[src/common/ipq_pkg.sv]
// Purpose: shared constants and types of the access-page exit qualifier
// Assumes: 4-KByte pages; entry bytes carry the low 8 bits of an entry
// Notes: all enums use explicit binary codes
package ipq_pkg;
	localparam int PAGE_SHIFT   = 12;
	localparam int LARGE_BIT    = 7;
	localparam int PRIM_SEC_BIT = 31;
	localparam int ENTRY_W      = 8;
	localparam int ITER_W       = 32;
	localparam logic RST_BIT    = 1'h0;
	localparam logic RST_READY  = 1'h1;
	localparam logic [ITER_W-1:0] RST_ITER = 32'h0;

	typedef enum logic [2:0] {
		IPQ_I_NORMAL = 3'b000,
		IPQ_I_FLUSH  = 3'b001,
		IPQ_I_FRAME  = 3'b010,
		IPQ_I_MASKST = 3'b011,
		IPQ_I_WATCH  = 3'b100,
		IPQ_I_HINT   = 3'b101
	} ipq_instr_t;

	typedef enum logic [1:0] {
		IPQ_A_DATA     = 2'b00,
		IPQ_A_WALK_RD  = 2'b01,
		IPQ_A_PTR_LOAD = 2'b10,
		IPQ_A_AD_UPD   = 2'b11
	} ipq_acc_t;

	typedef enum logic [1:0] {
		IPQ_S_IDLE   = 2'b00,
		IPQ_S_CHECK  = 2'b01,
		IPQ_S_ADWAIT = 2'b10
	} ipq_state_t;

	typedef enum logic {
		IPQ_CLS_LIN = 1'b0,
		IPQ_CLS_GP  = 1'b1
	} ipq_class_t;
endpackage

[src/common/ipq_cls_if.sv]
// Purpose: carries one access's attributes to the classifier and back
// Assumes: driven from the qualifier's capture registers and its paging flag and control inputs
// Notes: purely combinational bundle
`timescale 1ns/10ps
interface ipq_cls_if;
	logic               paging_enable_flag;
	logic               phys_addr_extension_flag;
	logic               long_mode_active_flag;
	logic               slt_eff;
	logic               from_slt;
	logic               lin_gen;
	logic               lin_xlat;
	ipq_pkg::ipq_acc_t  kind;
	logic               is_gp;
	logic               is_lin;
	logic               pae_act;

	modport cls (
		input  paging_enable_flag, phys_addr_extension_flag,
		input  long_mode_active_flag, slt_eff, from_slt, lin_gen,
		input  lin_xlat, kind,
		output is_gp, is_lin, pae_act
	);
	modport src (
		output paging_enable_flag, phys_addr_extension_flag,
		output long_mode_active_flag, slt_eff, from_slt, lin_gen,
		output lin_xlat, kind,
		input  is_gp, is_lin, pae_act
	);
endinterface

[src/logic/ipq_top.sv]
// Purpose: decides whether an access on the access page raises a guest exit
// Assumes: the pipeline holds its flag inputs until answered; check inputs count only with chk_valid
// Notes: one access in flight; exit_req, fault_fwd and mem_go are one-cycle pulses
`timescale 1ns/10ps
module ipq_top #(
	parameter int AW           = 52,
	parameter bit ZMASK_FAULTS = 1'b1,
	parameter bit SKIP_LARGE   = 1'b1,
	parameter bit SKIP_STALE   = 1'b1
) (
	// clock and reset
	input  wire logic                         mclk,
	input  wire logic                         resetn,
	// controls
	input  wire logic                         virt_access_ctl,
	input  wire logic [31:0]                  prim_exec_ctl,
	input  wire logic                         slt_enable_ctl,
	input  wire logic [AW-ipq_pkg::PAGE_SHIFT-1:0] access_page_base,
	// processor mode
	input  wire logic                         paging_enable_flag,
	input  wire logic                         phys_addr_extension_flag,
	input  wire logic                         long_mode_active_flag,
	// access request
	input  wire logic                         req_valid,
	output logic                              req_ready,
	input  wire logic [AW-1:0]                req_phys_addr,
	input  wire logic                         req_lin_gen,
	input  wire logic                         req_lin_xlat,
	input  wire logic                         req_from_slt,
	input  wire ipq_pkg::ipq_acc_t            req_kind,
	input  wire ipq_pkg::ipq_instr_t          req_instr,
	input  wire logic                         req_write,
	input  wire logic                         req_zero_mask,
	input  wire logic                         req_rep,
	input  wire logic [ipq_pkg::ITER_W-1:0]   req_iter,
	// translation used
	input  wire logic                         third_level_pointer_entry_used,
	input  wire logic [ipq_pkg::ENTRY_W-1:0]  third_level_pointer_entry_entry,
	input  wire logic                         pde_used,
	input  wire logic [ipq_pkg::ENTRY_W-1:0]  pde_entry,
	input  wire logic                         stale_xlat,
	// fault checks and flag updates
	input  wire logic                         chk_valid,
	input  wire logic                         chk_page_fault,
	input  wire logic                         chk_slt_viol,
	input  wire logic                         acc_flags_set,
	input  wire logic                         dirty_flag_set,
	// results
	output logic                              exit_req,
	output ipq_pkg::ipq_class_t               exit_class,
	output logic [ipq_pkg::ITER_W-1:0]        exit_iter,
	output logic                              exit_hold_ip,
	output logic                              fault_fwd,
	output logic                              mem_go,
	output logic                              pae_active
);
	import ipq_pkg::*;

	function automatic logic page_hit(input logic [AW-1:0] a,
		input logic [AW-PAGE_SHIFT-1:0] b);
		page_hit = a[AW-1:PAGE_SHIFT] == b;
	endfunction

	ipq_cls_if  cls ();

	ipq_state_t              st_reg;
	ipq_state_t              st_next;
	logic [AW-1:0]           cap_addr;
	logic                    cap_lin_gen;
	logic                    cap_lin_xlat;
	logic                    cap_from_slt;
	ipq_acc_t                cap_kind;
	ipq_instr_t              cap_instr;
	logic                    cap_wr;
	logic                    cap_zm;
	logic                    cap_rep;
	logic [ITER_W-1:0]       cap_iter;
	logic                    cap_third_level_pointer_entry_used;
	logic [ENTRY_W-1:0]      cap_third_level_pointer_entry;
	logic                    cap_pde_used;
	logic [ENTRY_W-1:0]      cap_pde;
	logic                    cap_stale;
	logic                    suppress;
	logic                    force_read;

	wire take     = req_valid & req_ready;
	wire prim_on  = prim_exec_ctl[PRIM_SEC_BIT];
	wire slt_eff  = slt_enable_ctl & prim_on;
	wire virt_eff = virt_access_ctl & prim_on;
	// physical address only; the guest address never reaches here
	wire on_page  = page_hit(cap_addr, access_page_base);
	wire faulted  = chk_page_fault | chk_slt_viol;
	wire cand     = virt_eff & on_page & (cls.is_lin | cls.is_gp)
		& !suppress;
	wire wr_eff   = cap_wr & !force_read;
	wire ad_done  = acc_flags_set & (dirty_flag_set | !wr_eff);
	wire chk_now  = (st_reg == IPQ_S_CHECK) & chk_valid;
	wire fault_ev = chk_now & faulted;
	wire lin_go   = chk_now & !faulted & cand & cls.is_lin;
	wire gp_exit  = chk_now & !faulted & cand & cls.is_gp;
	wire miss_ev  = chk_now & !faulted & !cand;
	wire ad_exit  = (st_reg == IPQ_S_ADWAIT) & ad_done;
	wire exit_ev  = gp_exit | ad_exit;
	wire done_ev  = exit_ev | fault_ev | miss_ev;

	assign cls.paging_enable_flag       = paging_enable_flag;
	assign cls.phys_addr_extension_flag = phys_addr_extension_flag;
	assign cls.long_mode_active_flag    = long_mode_active_flag;
	assign cls.slt_eff                  = slt_eff;
	assign cls.from_slt                 = cap_from_slt;
	assign cls.lin_gen                  = cap_lin_gen;
	assign cls.lin_xlat                 = cap_lin_xlat;
	assign cls.kind                     = cap_kind;

	ipq_classify u_cls (
		.c (cls.cls)
	);

	ipq_filter #(
		.ZMASK_FAULTS (ZMASK_FAULTS),
		.SKIP_LARGE   (SKIP_LARGE),
		.SKIP_STALE   (SKIP_STALE)
	) u_flt (
		.instr       (cap_instr),
		.zero_mask   (cap_zm),
		.is_gp       (cls.is_gp),
		.third_level_pointer_entry_used  (cap_third_level_pointer_entry_used),
		.third_level_pointer_entry_entry (cap_third_level_pointer_entry),
		.pde_used    (cap_pde_used),
		.pde_entry   (cap_pde),
		.stale_xlat  (cap_stale),
		.suppress    (suppress),
		.force_read  (force_read)
	);

	always_comb begin
		st_next = st_reg;
		case (st_reg)
		IPQ_S_IDLE: begin
			if (take)
				st_next = IPQ_S_CHECK;
		end
		IPQ_S_CHECK: begin
			if (lin_go)
				st_next = IPQ_S_ADWAIT;
			else if (chk_valid)
				st_next = IPQ_S_IDLE;
		end
		IPQ_S_ADWAIT: begin
			if (ad_done)
				st_next = IPQ_S_IDLE;
		end
		default: st_next = IPQ_S_IDLE;
		endcase
	end

	always_ff @(posedge mclk or negedge resetn) begin
		if (!resetn)
			st_reg <= IPQ_S_IDLE;
		else
			st_reg <= st_next;
	end

	// request fields held for the whole decision
	always_ff @(posedge mclk or negedge resetn) begin
		if (!resetn) begin
			cap_addr       <= '0;
			cap_lin_gen    <= RST_BIT;
			cap_lin_xlat   <= RST_BIT;
			cap_from_slt   <= RST_BIT;
			cap_kind       <= IPQ_A_DATA;
			cap_instr      <= IPQ_I_NORMAL;
			cap_wr         <= RST_BIT;
			cap_zm         <= RST_BIT;
			cap_rep        <= RST_BIT;
			cap_iter       <= RST_ITER;
			cap_third_level_pointer_entry_used <= RST_BIT;
			cap_third_level_pointer_entry      <= '0;
			cap_pde_used   <= RST_BIT;
			cap_pde        <= '0;
			cap_stale      <= RST_BIT;
		end else if (take) begin
			cap_addr       <= req_phys_addr;
			cap_lin_gen    <= req_lin_gen;
			cap_lin_xlat   <= req_lin_xlat;
			cap_from_slt   <= req_from_slt;
			cap_kind       <= req_kind;
			cap_instr      <= req_instr;
			cap_wr         <= req_write;
			cap_zm         <= req_zero_mask;
			cap_rep        <= req_rep;
			cap_iter       <= req_iter;
			cap_third_level_pointer_entry_used <= third_level_pointer_entry_used;
			cap_third_level_pointer_entry      <= third_level_pointer_entry_entry;
			cap_pde_used   <= pde_used;
			cap_pde        <= pde_entry;
			cap_stale      <= stale_xlat;
		end
	end

	// exit shares the fault result slot
	always_ff @(posedge mclk or negedge resetn) begin
		if (!resetn) begin
			req_ready    <= RST_READY;
			exit_req     <= RST_BIT;
			exit_class   <= IPQ_CLS_LIN;
			exit_iter    <= RST_ITER;
			exit_hold_ip <= RST_BIT;
			fault_fwd    <= RST_BIT;
			mem_go       <= RST_BIT;
			pae_active   <= RST_BIT;
		end else begin
			req_ready  <= (req_ready & !take) | done_ev;
			exit_req   <= exit_ev;
			fault_fwd  <= fault_ev;
			mem_go     <= miss_ev;
			pae_active <= cls.pae_act;
			if (exit_ev) begin
				exit_class   <= gp_exit ? IPQ_CLS_GP : IPQ_CLS_LIN;
				exit_iter    <= cap_iter;
				exit_hold_ip <= cap_rep;
			end
		end
	end
endmodule

[src/logic/ipq_classify.sv]
// Purpose: sorts an access into linear, guest-physical or neither
// Assumes: lin_xlat means the address is the translation of the linear one
// Notes: accesses that are neither are physical and never exit here
`timescale 1ns/10ps
module ipq_classify (
	ipq_cls_if.cls c
);
	import ipq_pkg::*;

	wire pg      = c.paging_enable_flag;
	wire rule_gp;
	wire kind_gp;

	assign c.pae_act = pg & c.phys_addr_extension_flag
		& !c.long_mode_active_flag;
	assign rule_gp = pg & c.slt_eff & c.from_slt
		& (!c.lin_gen | !c.lin_xlat);
	// only a translated address can be guest-physical
	assign kind_gp = pg & c.slt_eff & c.from_slt
		& ((c.kind == IPQ_A_WALK_RD)
		| (c.kind == IPQ_A_AD_UPD)
		| ((c.kind == IPQ_A_PTR_LOAD) & c.pae_act));
	assign c.is_gp  = rule_gp | kind_gp;
	assign c.is_lin = !c.is_gp & c.lin_gen & c.lin_xlat
		& (c.kind == IPQ_A_DATA);
endmodule

[src/logic/ipq_filter.sv]
// Purpose: instruction and translation cases that drop or reshape an exit
// Assumes: entry bytes are only meaningful when the matching used bit is set
// Notes: the skip parameters pick the permitted omission
`timescale 1ns/10ps
module ipq_filter #(
	parameter bit ZMASK_FAULTS = 1'b1,
	parameter bit SKIP_LARGE   = 1'b1,
	parameter bit SKIP_STALE   = 1'b1
) (
	// access
	input  wire ipq_pkg::ipq_instr_t         instr,
	input  wire logic                        zero_mask,
	input  wire logic                        is_gp,
	// translation used
	input  wire logic                        third_level_pointer_entry_used,
	input  wire logic [ipq_pkg::ENTRY_W-1:0] third_level_pointer_entry_entry,
	input  wire logic                        pde_used,
	input  wire logic [ipq_pkg::ENTRY_W-1:0] pde_entry,
	input  wire logic                        stale_xlat,
	// result
	output wire logic                        suppress,
	output wire logic                        force_read
);
	import ipq_pkg::*;

	wire hint_c;
	wire zmask_c;
	wire large_c;
	wire stale_c;

	assign hint_c  = instr == IPQ_I_HINT;
	assign zmask_c = (instr == IPQ_I_MASKST) & zero_mask
		& !ZMASK_FAULTS;
	assign large_c = SKIP_LARGE & is_gp
		& ((third_level_pointer_entry_used & third_level_pointer_entry_entry[LARGE_BIT])
		| (pde_used & pde_entry[LARGE_BIT]));
	assign stale_c = SKIP_STALE & stale_xlat;
	assign suppress = hint_c | zmask_c | large_c | stale_c;
	// flush and watch arming only read their address
	assign force_read = (instr == IPQ_I_FLUSH)
		| (instr == IPQ_I_WATCH);
endmodule

[config.mk]
export PLATFORM = sky130hd
export DESIGN_NAME = ipq_top
export DESIGN_NICKNAME = d
export VERILOG_FILES = /design/src/common/ipq_pkg.sv /design/src/common/ipq_cls_if.sv /design/src/logic/ipq_top.sv /design/src/logic/ipq_classify.sv /design/src/logic/ipq_filter.sv
export SDC_FILE = /design/constraint.sdc
export NUM_CORES = 1
export LEC_CHECK = 0
export BUFFER_PORTS_ARGS = -buffer_cell sky130_fd_sc_hd__buf_2
export CAP_MARGIN = 25
export CORE_MARGIN = 2
export CORE_UTILIZATION = 40
export CTS_BUF_LIST = sky130_fd_sc_hd__clkbuf_8
export DETAILED_ROUTE_END_ITERATION = 12
export GPL_ROUTABILITY_DRIVEN = 0
export GPL_TIMING_DRIVEN = 0
export PLACE_DENSITY = 0.64
export SETUP_SLACK_MARGIN = 0.02
export SLEW_MARGIN = 15
export SYNTH_ARGS = -nofsm -noshare
export SYNTH_HDL_FRONTEND = slang
export SYNTH_SLANG_ARGS = --single-unit
[constraint.sdc]
create_clock -name mclk -period 4.4 [get_ports mclk]
set_clock_uncertainty 0.05 [all_clocks]
set_input_delay 0.88 -clock mclk [delete_from_list [all_inputs] [get_ports mclk]]
set_output_delay 0.88 -clock mclk [all_outputs]
set_load 0.01 [all_outputs]
Word level (Yosys, flattened, before mapping). Index checks and enable logic that the tools add are counted.

Word-level logic and storage cells: 99. Bits in registers: 154. Memories: 0. RAM bits: 0. ROM bits: 0. Bits in latches: 0. Output and inout port bits: 39.

Shift-type cells: 0. Multiplexer cells: 6. Magnitude comparators: 0. Bitwise operators: 45. Equality and inequality tests: 12. Divide/modulo/power cells: 0. Add/sub/neg operators: 0. Multiply operators: 0. Reduce and logical (&&, ||, !) cells: 13.

Operators by type and width (count): $eq A40 B40 Y1 (1); $and A1 B1 Y1 (30); $or A1 B1 Y1 (15); $logic_not A1 Y1 (10); $mux W2 (4); $eq A2 B2 Y1 const B (3); $eq A3 B3 Y1 const B (2); $pmux W2 S3 (1); $eq A2 B1 Y1 const B (2); $logic_not A2 Y1 (2); $ne A2 B2 Y1 const B (2); $eq A3 B1 Y1 const B (1); $ne A3 B3 Y1 const B (1); $reduce_and A3 Y1 (1); $mux W1 (1).

Longest topological paths before layout. Gate-level depths: netlist of the first run.

Depth in word-level cells: 19. Depth in mapped cells: 7. Gate-level depth less buffers: 5.

Hierarchy. A second synthesis of the first run with hierarchy kept.

Cell total of the unflattened synthesis: 389. Area, all modules: 6023.3 µm².

By module, submodules not included: ipq_top (instances 1, area each 5944.5 µm², cells each 377, seq. area each 3579.7 µm²); ipq_classify (instances 1, area each 41.3 µm², cells each 7, seq. area each 0.0 µm²); ipq_filter (instances 1, area each 37.5 µm², cells each 5, seq. area each 0.0 µm²).

Worst setup path before layout of the first run. No wires, ideal clock.

Path type: input to register. From: input access_page_base[23] (netlist bit). To: register exit_iter[21] (netlist bit). Arrival: 2455 ps. Required time: 4286 ps. Stages on the path: 6. Path buffers: 1. Slack: 1831 ps. Cell sequence: xnor2_1 > nand4_1 > or4_4 > nor4_4 > buf_6 > a221o_2.

Word-level cells in the longest chain between the ends: 7.

RTL lines: start, declared (RTL line ipq_top.sv:18) `input wire logic [AW-ipq_pkg::PAGE_SHIFT-1:0] access_page_base,`; $eq A40 B40 Y1 (RTL line ipq_top.sv:61) `page_hit = a[AW-1:PAGE_SHIFT] == b;`; $and A1 B1 Y1 (2 in series) (RTL line ipq_top.sv:93) `wire cand = virt_eff & on_page & (cls.is_lin | cls.is_gp)`; $and A1 B1 Y1 (RTL line ipq_top.sv:94) `& !suppress;`; $and A1 B1 Y1 (2 in series) (RTL line ipq_top.sv:100) `wire gp_exit = chk_now & !faulted & cand & cls.is_gp;`; $or A1 B1 Y1 (RTL line ipq_top.sv:103) `wire exit_ev = gp_exit | ad_exit;`; end signal, assigned (RTL line ipq_top.sv:220) `exit_iter <= cap_iter;`; end, declared (RTL line ipq_top.sv:51) `output logic [ipq_pkg::ITER_W-1:0] exit_iter,`.

Every way passes these cells. A chain may end at the register's enable or synchronous reset.

Final worst setup path of the first run.
From: input access_page_base[37] (netlist bit). To: register exit_iter[16] (netlist bit).

Same word-level chain as after synthesis.

==> flow_summary.yaml, run 1 <==
status:
  status: "finished, final reports clean"
power_and_ir_drop:
  internal_power_uw: 1875
  power_frac_seq_pct: 48.9
  comb_power_share_pct: 4.8
  total_power_uw: 2407
  powerDensity_nw_per_um2: 308.0
  p_sw_uw: 531.9
  clkPwrFrac_pct: 46.3
  irDropWorstVdd_mv: 0.2128
  p_leak_uw: 0.003851
  swShare_pct: 22.10
cts:
  htree_levels: 4
  clock_latency_ns: 0.46
  postCtsSetupRepairBufs: 0
  cts_resized: 0
  ctsHoldBuffers: 0
  clkSinkCount: 128
  cts_tree: "built"
  root_buffer: "clkbuf_8"
  path_clk_slew_ns: 0.08
  cts_buffers: 17
  cts.path.max_buffers: 2
die:
  die_h_um: 128.7
  die_area_um2: 16560
  pin_count: 238
  initial_utilization_pct: 40.91
  core_area_um2: 15200
  rows: 45
  die_w_um: 128.7
yosys:
  ys_async_sr_fraction_pct: 100.0
  seq_area_frac_synth_pct: 51.53
  synthMuxAreaShare_pct: 15.94
  synth-adder-area-share_pct: 0
  synthFlopType: "dfrtp_1"
  synth_cells: 518
  yosys.area.top_type: "dfrtp_1"
  synth_common_cells: "dfrtp_1 (127), mux2_2 (88), inv_1 (35)"
  synth_warnings: 0
  synth_top_family_by_area: "multiplexers"
  synth_top_area_share_pct: 51.11
  ys_ff_latch: 128
  synth_edf_count: 0
  yosysMostFrequentCell: "dfrtp_1"
  synth-xor-area-share_pct: 5.775
  synthesis.area_um2: 6218
  yosys.area_share.simple_pct: 7.404
  ys_top_cells_by_area: "dfrtp_1 (51%), mux2_2 (16%), a221o_2 (5.1%)"
  synth.net_count: 717
  synth_cell_types: 42
  synth-compound-area-share_pct: 14.73
  syn_area_per_cell_um2: 12.00
flow_run:
  cap_violations: 0
cells_and_area:
  num_antenna_cells: 0
  regMostFlops: "cap_addr"
  area_growth_pct: 25.65
  reg.largest.list: "cap_addr: 40 flops, cap_iter: 32 flops, exit_iter: 32 flops"
  largest_reg_flops: 40
  ff_latch_area_um2: 3204
  num-fill-cells: 1366
  fin_area_um2: 7814
  instances_no_fill: 918
  multi_input_area_um2: 2726
  fin_util_pct: 51.40
  nNetsFinal: 916
  drive_gt1_share_pct: 46.44
route:
  routed.top_layer: "met5"
  drt_iter0_drc: 256
  wl_met1_um: 6869
  wl_met2_um: 8141
  drcViolationCount: 0
  antenna_left: 0
  via_per_inst: 5.476
  wl_per_cell_um: 18.22
  dr.pass1.iters: 5
  vias: 5027
  wl_um: 16730
  wl_met3_um: 1560
placed_design:
  port_buffers: 179
  place_hpwl_um: 12270
  dp_cells: 886
  dpl-instance-area_um2: 7383
worst_setup_path:
  critPathMaxFanout: 10
  slowest_stage: "nor4_2"
  critical_path_buf_inv_count: 2
  arrival_ns: 3.20
  path_delay_family: "simple AND/OR/NAND/NOR gates"
  max_stage_delay_ns: 0.88
  cp.required_ns: 4.69
  path_cells: "buf_2 -> xnor2_1 -> nand4_1 -> nor4_2 -> clkbuf_1 -> o221ai_1 -> a221o_2"
  crit_type: "in2reg"
  end_kind: "register"
  start_kind: "input port"
grt:
  antenna_found_initial: 1
  grt-ovfl-total: 0
  grt_pass1_vias: 5206
  grtUsageTotal_pct: 20.74
  grt_pass1_wl_um: 26340
  grt_start_max_net_pins: 71
sta:
  rsz0062_at_grt: "false"
  fmax_mhz: 342.8
  relSlewSlack_pct: 33.89
  min_period_ns: 2.917
  setup_tns_ns: 0
  hold_viol: 0
  setup_violations: 0
  tightest_slew_ns: 0.9835
  slew_viol_final: 0
  period_share_pct: 66.29
min_path:
  hold_path_class: "in2async"
==> final timing paths <==
check                                     startpoint             to  slack [ns]  depth (start not counted)
worst max-delay path            access_page_base[37]  exit_iter[16]        1.48                          7
max in group asynchronous                     resetn   cap_addr[16]        3.21                          2
worst min register to register             st_reg[1]      st_reg[0]        0.40                          1
worst min-delay path                          resetn  exit_iter[28]        0.34                          1
worst max register to register          cap_addr[49]  exit_iter[16]        1.63                          6
min in group mclk                          st_reg[1]      st_reg[0]        0.40                          1
==> through the flow <==
stage | setup slack (ns) | hold WS, ns
3_5_place_dp | 1.048 | 0.3825
5_1_grt | 1.360 | 0.3724
3_3_place_gp | 0.7244 | 0.3761
6_report | 1.483 | 0.3416
4_1_cts | 1.528 | 0.3467
2_1_floorplan | 1.831 | 0.3552
==> area by class of cell <==
class | count | share of cell area (%)
sequential | 128 | 41.01
multi-input combinational | 320 | 34.89
timing repair buffer | 180 | 11.90
clock buffer | 19 | 3.347
tap | 188 | 3.010
clock inverter | 13 | 2.162
buffer | 35 | 2.002
inverter | 35 | 1.681
==> metal layers <==
metal	vias to the layer above	GRT usage, %
met5	-	0
met4	2	5.882
met1	2480	24.41
met3	16	8.565
li1	2321	-
met2	208	35.01
==> worst register-to-register path: stages (launching register included) <==
cell	delay, ns
dfrtp_1	0.39
xnor2_1	0.20
nand4_1	0.14
nor4_2	0.88
clkbuf_1	0.47
o221ai_1	0.19
a221o_2	0.33
==> power by group through the flow <==
stage / Combinational (µW) / Sequential [µW] / Clock, µW
after floorplan: 20.0 / 1200 / 0
after global placement: 111 / 1200 / 0
after detailed placement: 119 / 1200 / 0
after CTS: 119 / 1180 / 1140
after global routing: 129 / 1180 / 1190
final: 115 / 1180 / 1110
==> cell usage in the layout (no fill, tap or decap), drive strengths merged, types with 2 or more instances in the layout <==
cell type / Yosys / routed
or4: 2 / 2
clkinv: 0 / 6
clkbuf: 21 / 40
nor4: 7 / 7
buf: 14 / 194
nand2: 7 / 7
nand3: 33 / 33
a221o: 33 / 33
xor2: 16 / 16
o21ai: 34 / 34
xnor2: 25 / 25
dfrtp: 127 / 127
mux2: 88 / 88
and3b: 3 / 3
nor2b: 2 / 2
nor2: 6 / 6
and2: 2 / 2
bufinv: 0 / 4
inv: 35 / 37
nand4: 9 / 9
nand3b: 2 / 2
or2: 3 / 3
or3: 2 / 2
o21a: 2 / 2
o221ai: 33 / 33
==> cell families after synthesis <==
logic type,after synthesis
and+or+nand+nor,79
buffers and inverters,70
xor gates and xnor gates,41
DFF,128
muxes,88
AOI/OAI and AO/OA,112
Note: power is estimated with default switching activity, not from simulation.
==> inputs of run 2 (changes only) <==
Settings changed: PLACE_DENSITY 0.64 to 0.67.
Clock period 4.4 ns to 2.4 ns, I/O delays scaled along.
==> run 2 against run 1 <==
Flip-flop and latch count stayed put; setup slack got worse by 1.3 ns; sequential share of layout area decreased by 0.27 points; register-to-register slack worse by 1.5 ns; sequential power is 83% higher; wire length up 1.2%; critical endpoint is now req_ready; largest cell class unchanged.
==> flow_summary.yaml, run 2 (synthesized netlist as in run 1, its figures left out) <==
die:
  core_area_um2: 15200
  rows: 45
  die_w_um: 128.7
  initial_utilization_pct: 40.91
  die_area_um2: 16560
  die_h_um: 128.7
  pin_count: 238
cells_and_area:
  layout.cells.most_common_list: "buf_2 (183), dfrtp_1 (127), mux2_2 (88), inv_1 (36)"
  regMostFlops: "cap_addr"
  largest_reg_flops: 40
  multi_input_area_um2: 2784
  area_growth_pct: 26.50
  num-fill-cells: 1368
  nNetsFinal: 921
  drive_gt1_share_pct: 48.91
  instances_no_fill: 920
  final_common_cell: "buf_2"
  num_antenna_cells: 0
  ff_latch_area_um2: 3204
  fin_util_pct: 51.74
  reg.largest.list: "cap_addr: 40 flops, cap_iter: 32 flops, exit_iter: 32 flops"
route:
  wl_um: 16920
  drcViolationCount: 0
  wl_per_cell_um: 18.40
  via_per_inst: 5.554
  dr.pass1.iters: 7
  antenna_left: 0
  vias: 5110
  drt_iter0_drc: 335
grt:
  grt_pass1_vias: 5351
  antenna_found_initial: 0
  grt_start_max_net_pins: 67
  grtUsageTotal_pct: 21.22
  grt-ovfl-total: 0
  grt_pass1_wl_um: 27180
worst_setup_path:
  crit_type: "reg2reg"
  end_kind: "register"
  path_cells: "xor2_1 -> nor4_1 -> nand4_1 -> buf_4 -> or4_1 -> a211o_1"
  arrival_ns: 2.57
  critPathMaxFanout: 5
  max_stage_delay_ns: 0.55
  start_kind: "register"
  slowest_stage: "or4_1"
  r2r_slack_ns: 0.14
  cp.required_ns: 2.70
flow_run:
  cap_violations: 0
cts:
  clkSinkCount: 128
  cts.path.max_buffers: 2
  cts_tree: "built"
  clock_latency_ns: 0.43
  htree_levels: 4
  cts_buffers: 17
  path_clk_slew_ns: 0.08
  root_buffer: "clkbuf_8"
power_and_ir_drop:
  total_power_uw: 4040
  p_leak_uw: 0.003893
  powerDensity_nw_per_um2: 513.6
  irDropWorstVdd_mv: 0.3416
sta:
  rsz0062_at_grt: "false"
  slew_viol_final: 0
  min_period_ns: 2.263
  setup_tns_ns: 0
  hold_viol: 0
  fmax_mhz: 441.8
  relSlewSlack_pct: 50.90
  setup_violations: 0
  period_share_pct: 94.31
  tightest_slew_ns: 0.7365
placed_design:
  place_hpwl_um: 12320
  dp_cells: 886
  port_buffers: 179
min_path:
  hold_path_class: "in2reg"
status:
  status: "finished, final reports clean"
==> run 2: cell count changes in the layout (fill, tap and decap cells not counted), moves of 2 or more <==
cell,change
bufinv_16,-4
xnor2_1,-4
buf_2,+3
clkinv_2,-2
buf_1,-2
buf_4,+4
clkbuf_4,+3
xnor2_2,+4
clkbuf_2,+3
clkbuf_8,+4
clkbuf_1,-8
==> run 2: final timing paths <==
check	from	end	cells past startpoint
setup / recovery	cap_addr[24]	req_ready	6
min in group asynchronous	resetn	exit_iter[24]	2
hold reg to reg	st_reg[1]	st_reg[0]	1
setup reg to reg	cap_addr[24]	req_ready	6
hold / removal	stale_xlat	cap_stale	2
max in group asynchronous	resetn	cap_iter[3]	3
==> run 2: what timing repair did <==
| action | 4_1_cts | 5_1_grt |
|---|---|---|
| hold buffers | 1 | 0 |
| setup buffers | 5 | 0 |
| gates resized for setup | 8 | 20 |
| endpoints found under the hold margin | 31 | 0 |
| setup endpoints to repair | 46 | 38 |
| pin swaps | 3 | 0 |
==> run 2: report_power, final <==
group          internal, µW  switching, µW
Combinational           113            105
Sequential             2160          0.128
Clock                   854            812
Total                  3120            916
==> run 2: layer usage <==
metal  track usage, %  vias to the layer above  part of all wire (%)
met3            7.277                       26                   8.6
met5                0                        -                     0
met1            25.23                     2510                    40
li1                 -                     2335                     -
met4            7.097                        0                   1.7
met2            36.10                      239                    49
==> run 2: final cells by class <==
type / count / area share, %
inverter: 35 / 1.670
clock inverter: 6 / 0.4295
sequential: 128 / 40.73
multi-input combinational: 320 / 35.39
tap: 188 / 2.990
clock buffer: 23 / 4.024
timing repair buffer: 186 / 12.58
buffer: 34 / 2.179
==> run 2: through the flow <==
stage                     cell area, µm²  hold slack, ns  worst slack, ns
after global placement              7350          0.3745          -0.8949
final                               7866          0.2239           0.1366
after floorplan                     6218          0.1344           0.2310
after global routing                7866          0.1946          0.02358
after detailed placement            7383          0.3795          -0.5477
after CTS                           7812          0.1845          0.02881
==> run 2: critical path: cells and delay by family (launching register included) <==
| family | cells | cell delay, ns |
|---|---|---|
| XOR/XNOR | 1 | 0.14 |
| AO/OA/AOI/OAI | 1 | 0.32 |
| AND/OR/NAND/NOR | 3 | 1.09 |
| flip-flops | 1 | 0.39 |
| buffers and inverters | 1 | 0.20 |
==> inputs of run 3 (changes only) <==
Settings changed: ABC_AREA set to 1, CORE_UTILIZATION 40 to 32, PLACE_DENSITY 0.67 to 0.56.
==> run 3 against run 2 <==
Flip-flop and latch count unchanged; first-iteration DRC count down 59%; power grew 70%; critical path type unchanged; clock power increased by 17%; area after synthesis fell by 8.9%; wire length shrank 19%; clock-buffer cell count decreased by 1.
==> flow_summary.yaml, run 3 <==
cts:
  htree_levels: 4
  root_buffer: "clkbuf_8"
  path_clk_slew_ns: 0.08
  cts.path.max_buffers: 2
  cts_buffers: 17
  cts_tree: "built"
  clock_latency_ns: 0.43
  postCtsSetupRepairBufs: 0
  clkSinkCount: 128
grt:
  grt_pass1_wl_um: 21690
  antenna_found_initial: 0
  grt_pass1_vias: 4365
  grt_start_max_net_pins: 77
  grtUsageTotal_pct: 15.24
  grt-ovfl-total: 0
die:
  core_area_um2: 17300
  die_area_um2: 18790
  die_w_um: 137.1
  rows: 48
  die_h_um: 137.1
  pin_count: 238
  initial_utilization_pct: 32.75
yosys:
  synthMuxAreaShare_pct: 12.52
  synth.net_count: 792
  synth-xor-area-share_pct: 2.010
  yosys.area_share.simple_pct: 20.10
  syn_area_per_cell_um2: 9.554
  ys_async_sr_fraction_pct: 100.0
  ys_ff_latch: 128
  seq_area_frac_synth_pct: 56.56
  synth_top_area_share_pct: 56.10
  synth_top_family_by_area: "simple AND/OR/NAND/NOR gates"
  yosys.area.top_type: "dfrtp_1"
  synth_cell_types: 26
  yosysMostFrequentCell: "nand2_1"
  ys_top_cells_by_area: "dfrtp_1 (56%), mux2_2 (13%), nand2_1 (11%)"
  synth_cells: 593
  synth_warnings: 0
  synthesis.area_um2: 5665
  synth-adder-area-share_pct: 0
  synth_common_cells: "nand2_1 (170), dfrtp_1 (127), mux2_2 (63)"
  synth_edf_count: 0
  synthFlopType: "dfrtp_1"
  synth-compound-area-share_pct: 2.893
route:
  antenna_left: 0
  dr.pass1.iters: 4
  wl_um: 13660
  drt_iter0_drc: 137
  drcViolationCount: 0
  vias: 4476
  wl_per_cell_um: 13.22
  via_per_inst: 4.333
cells_and_area:
  regMostFlops: "cap_addr"
  fin_util_pct: 42.32
  layout.cells.most_common_list: "buf_2 (185), nand2_1 (170), dfrtp_1 (127), mux2_2 (63), nor2_1 (59)"
  reg.largest.list: "cap_addr: 40 flops, cap_iter: 32 flops, exit_iter: 32 flops"
  area_growth_pct: 29.22
  fin_area_um2: 7321
  largest_reg_flops: 40
  final_common_cell: "buf_2"
  drive_gt1_share_pct: 36.85
  nNetsFinal: 992
sta:
  relSlewSlack_pct: 54.69
  rsz0062_at_grt: "false"
  min_period_ns: 2.109
  fmax_mhz: 474.1
  setup_violations: 0
  period_share_pct: 87.89
  tightest_slew_ns: 0.6796
  slew_viol_final: 0
  hold_viol: 0
power_and_ir_drop:
  total_power_uw: 6864
  irDropWorstVdd_mv: 0.5521
  p_leak_uw: 0.004024
  powerDensity_nw_per_um2: 937.6
worst_setup_path:
  max_stage_delay_ns: 0.52
  start_kind: "register"
  cp.required_ns: 2.64
  path_cells: "nand2_1 -> clkbuf_1 -> buf_2 -> buf_1 -> a21oi_1"
  critPathMaxFanout: 10
  crit_type: "reg2reg"
  arrival_ns: 2.35
  end_kind: "register"
  slowest_stage: "clkbuf_1"
placed_design:
  place_hpwl_um: 10110
  dpl-instance-area_um2: 6880
  port_buffers: 179
flow_run:
  cap_violations: 0
status:
  status: "finished, final reports clean"
min_path:
  hold_path_class: "in2reg"
run 3: changes by cell type after synthesis, moves of 25 or more:
cell,delta
a21oi_1,+25
a221o_2,-28
mux2_2,-25
nand2_1,+163
nor2_1,+53
o21ai_0,-31
o221ai_1,-33
run 3: layout make-up:
class                   instances  area [µm²]
fillers                      1745        9976
well taps                     225       281.5
repair buffers                181       943.4
clock buffers                  22       302.8
diodes                          2       5.005
plain buffers                  21       110.1
inverters                      60       225.2
multi-input cells             384        2126
clock inverters                10       122.6
flip-flops and latches        128        3204
run 3: metrics by stage:
stage | hold slack (ns) | instances | setup slack [ns] | setup TNS (ns)
after floorplan | 0.1344 | 593 | 0.6686 | 0
after global placement | 0.3915 | 997 | -1.077 | -136.48
after detailed placement | 0.3858 | 998 | -0.02439 | -0.1323
after CTS | 0.1867 | 1031 | 0.1900 | 0
after global routing | 0.1837 | 1031 | 0.1263 | 0
final | 0.2232 | 1033 | 0.2907 | 0
run 3: routing by layer:
layer | share of wire [%] | wire (µm) | global-route usage [%] | vias up
met1 | 45 | 6173 | 19.46 | 2073
li1 | - | - | - | 2280
met4 | 0.79 | 108 | 4.124 | 0
met5 | 0 | 0 | 0 | -
met3 | 8.1 | 1109 | 6.296 | 10
met2 | 46 | 6268 | 23.85 | 113
run 3: power breakdown:
| group | switching (µW) | leakage, µW | internal [µW] |
|---|---|---|---|
| sequential | 392 | 0.00157 | 2920 |
| clock | 881 | 0.000214 | 1070 |
| combinational | 720 | 0.00224 | 877 |
run 3: critical path: cells and delay by family (launching register included):
| kind | cells | cell delay [ns] |
|---|---|---|
| buffers and inverters | 3 | 1.27 |
| flip-flops | 1 | 0.38 |
| AND/OR/NAND/NOR | 1 | 0.14 |
| AO/OA/AOI/OAI | 1 | 0.14 |
run 3: path summary, 6_finish.rpt:
check | slack, ns | cells after the start | startpoint | endpoint
max | 0.29 | 5 | req_ready | cap_addr[23]
min | 0.22 | 2 | pde_used | cap_pde_used
max reg2reg | 0.29 | 5 | req_ready | cap_addr[23]
min reg2reg | 0.42 | 2 | cap_iter[3] | exit_iter[3]
max in group asynchronous | 1.08 | 3 | resetn | req_ready
min in group asynchronous | 0.50 | 2 | resetn | cap_addr[43]
run 3: cells by family (layout without fill, tap and decap cells):
kind of cell,count (synthesis),in the layout
muxes,63,63
other,0,2
xor gates and xnor gates,13,13
and+or+nand+nor,277,277
DFF,128,128
buffers and inverters,81,294
AOI/OAI and AO/OA,31,31
run 3: repair_timing:
action,in CTS,in global routing
gates resized for setup,0,0
hold buffers,1,0
endpoints found under the hold margin,52,0
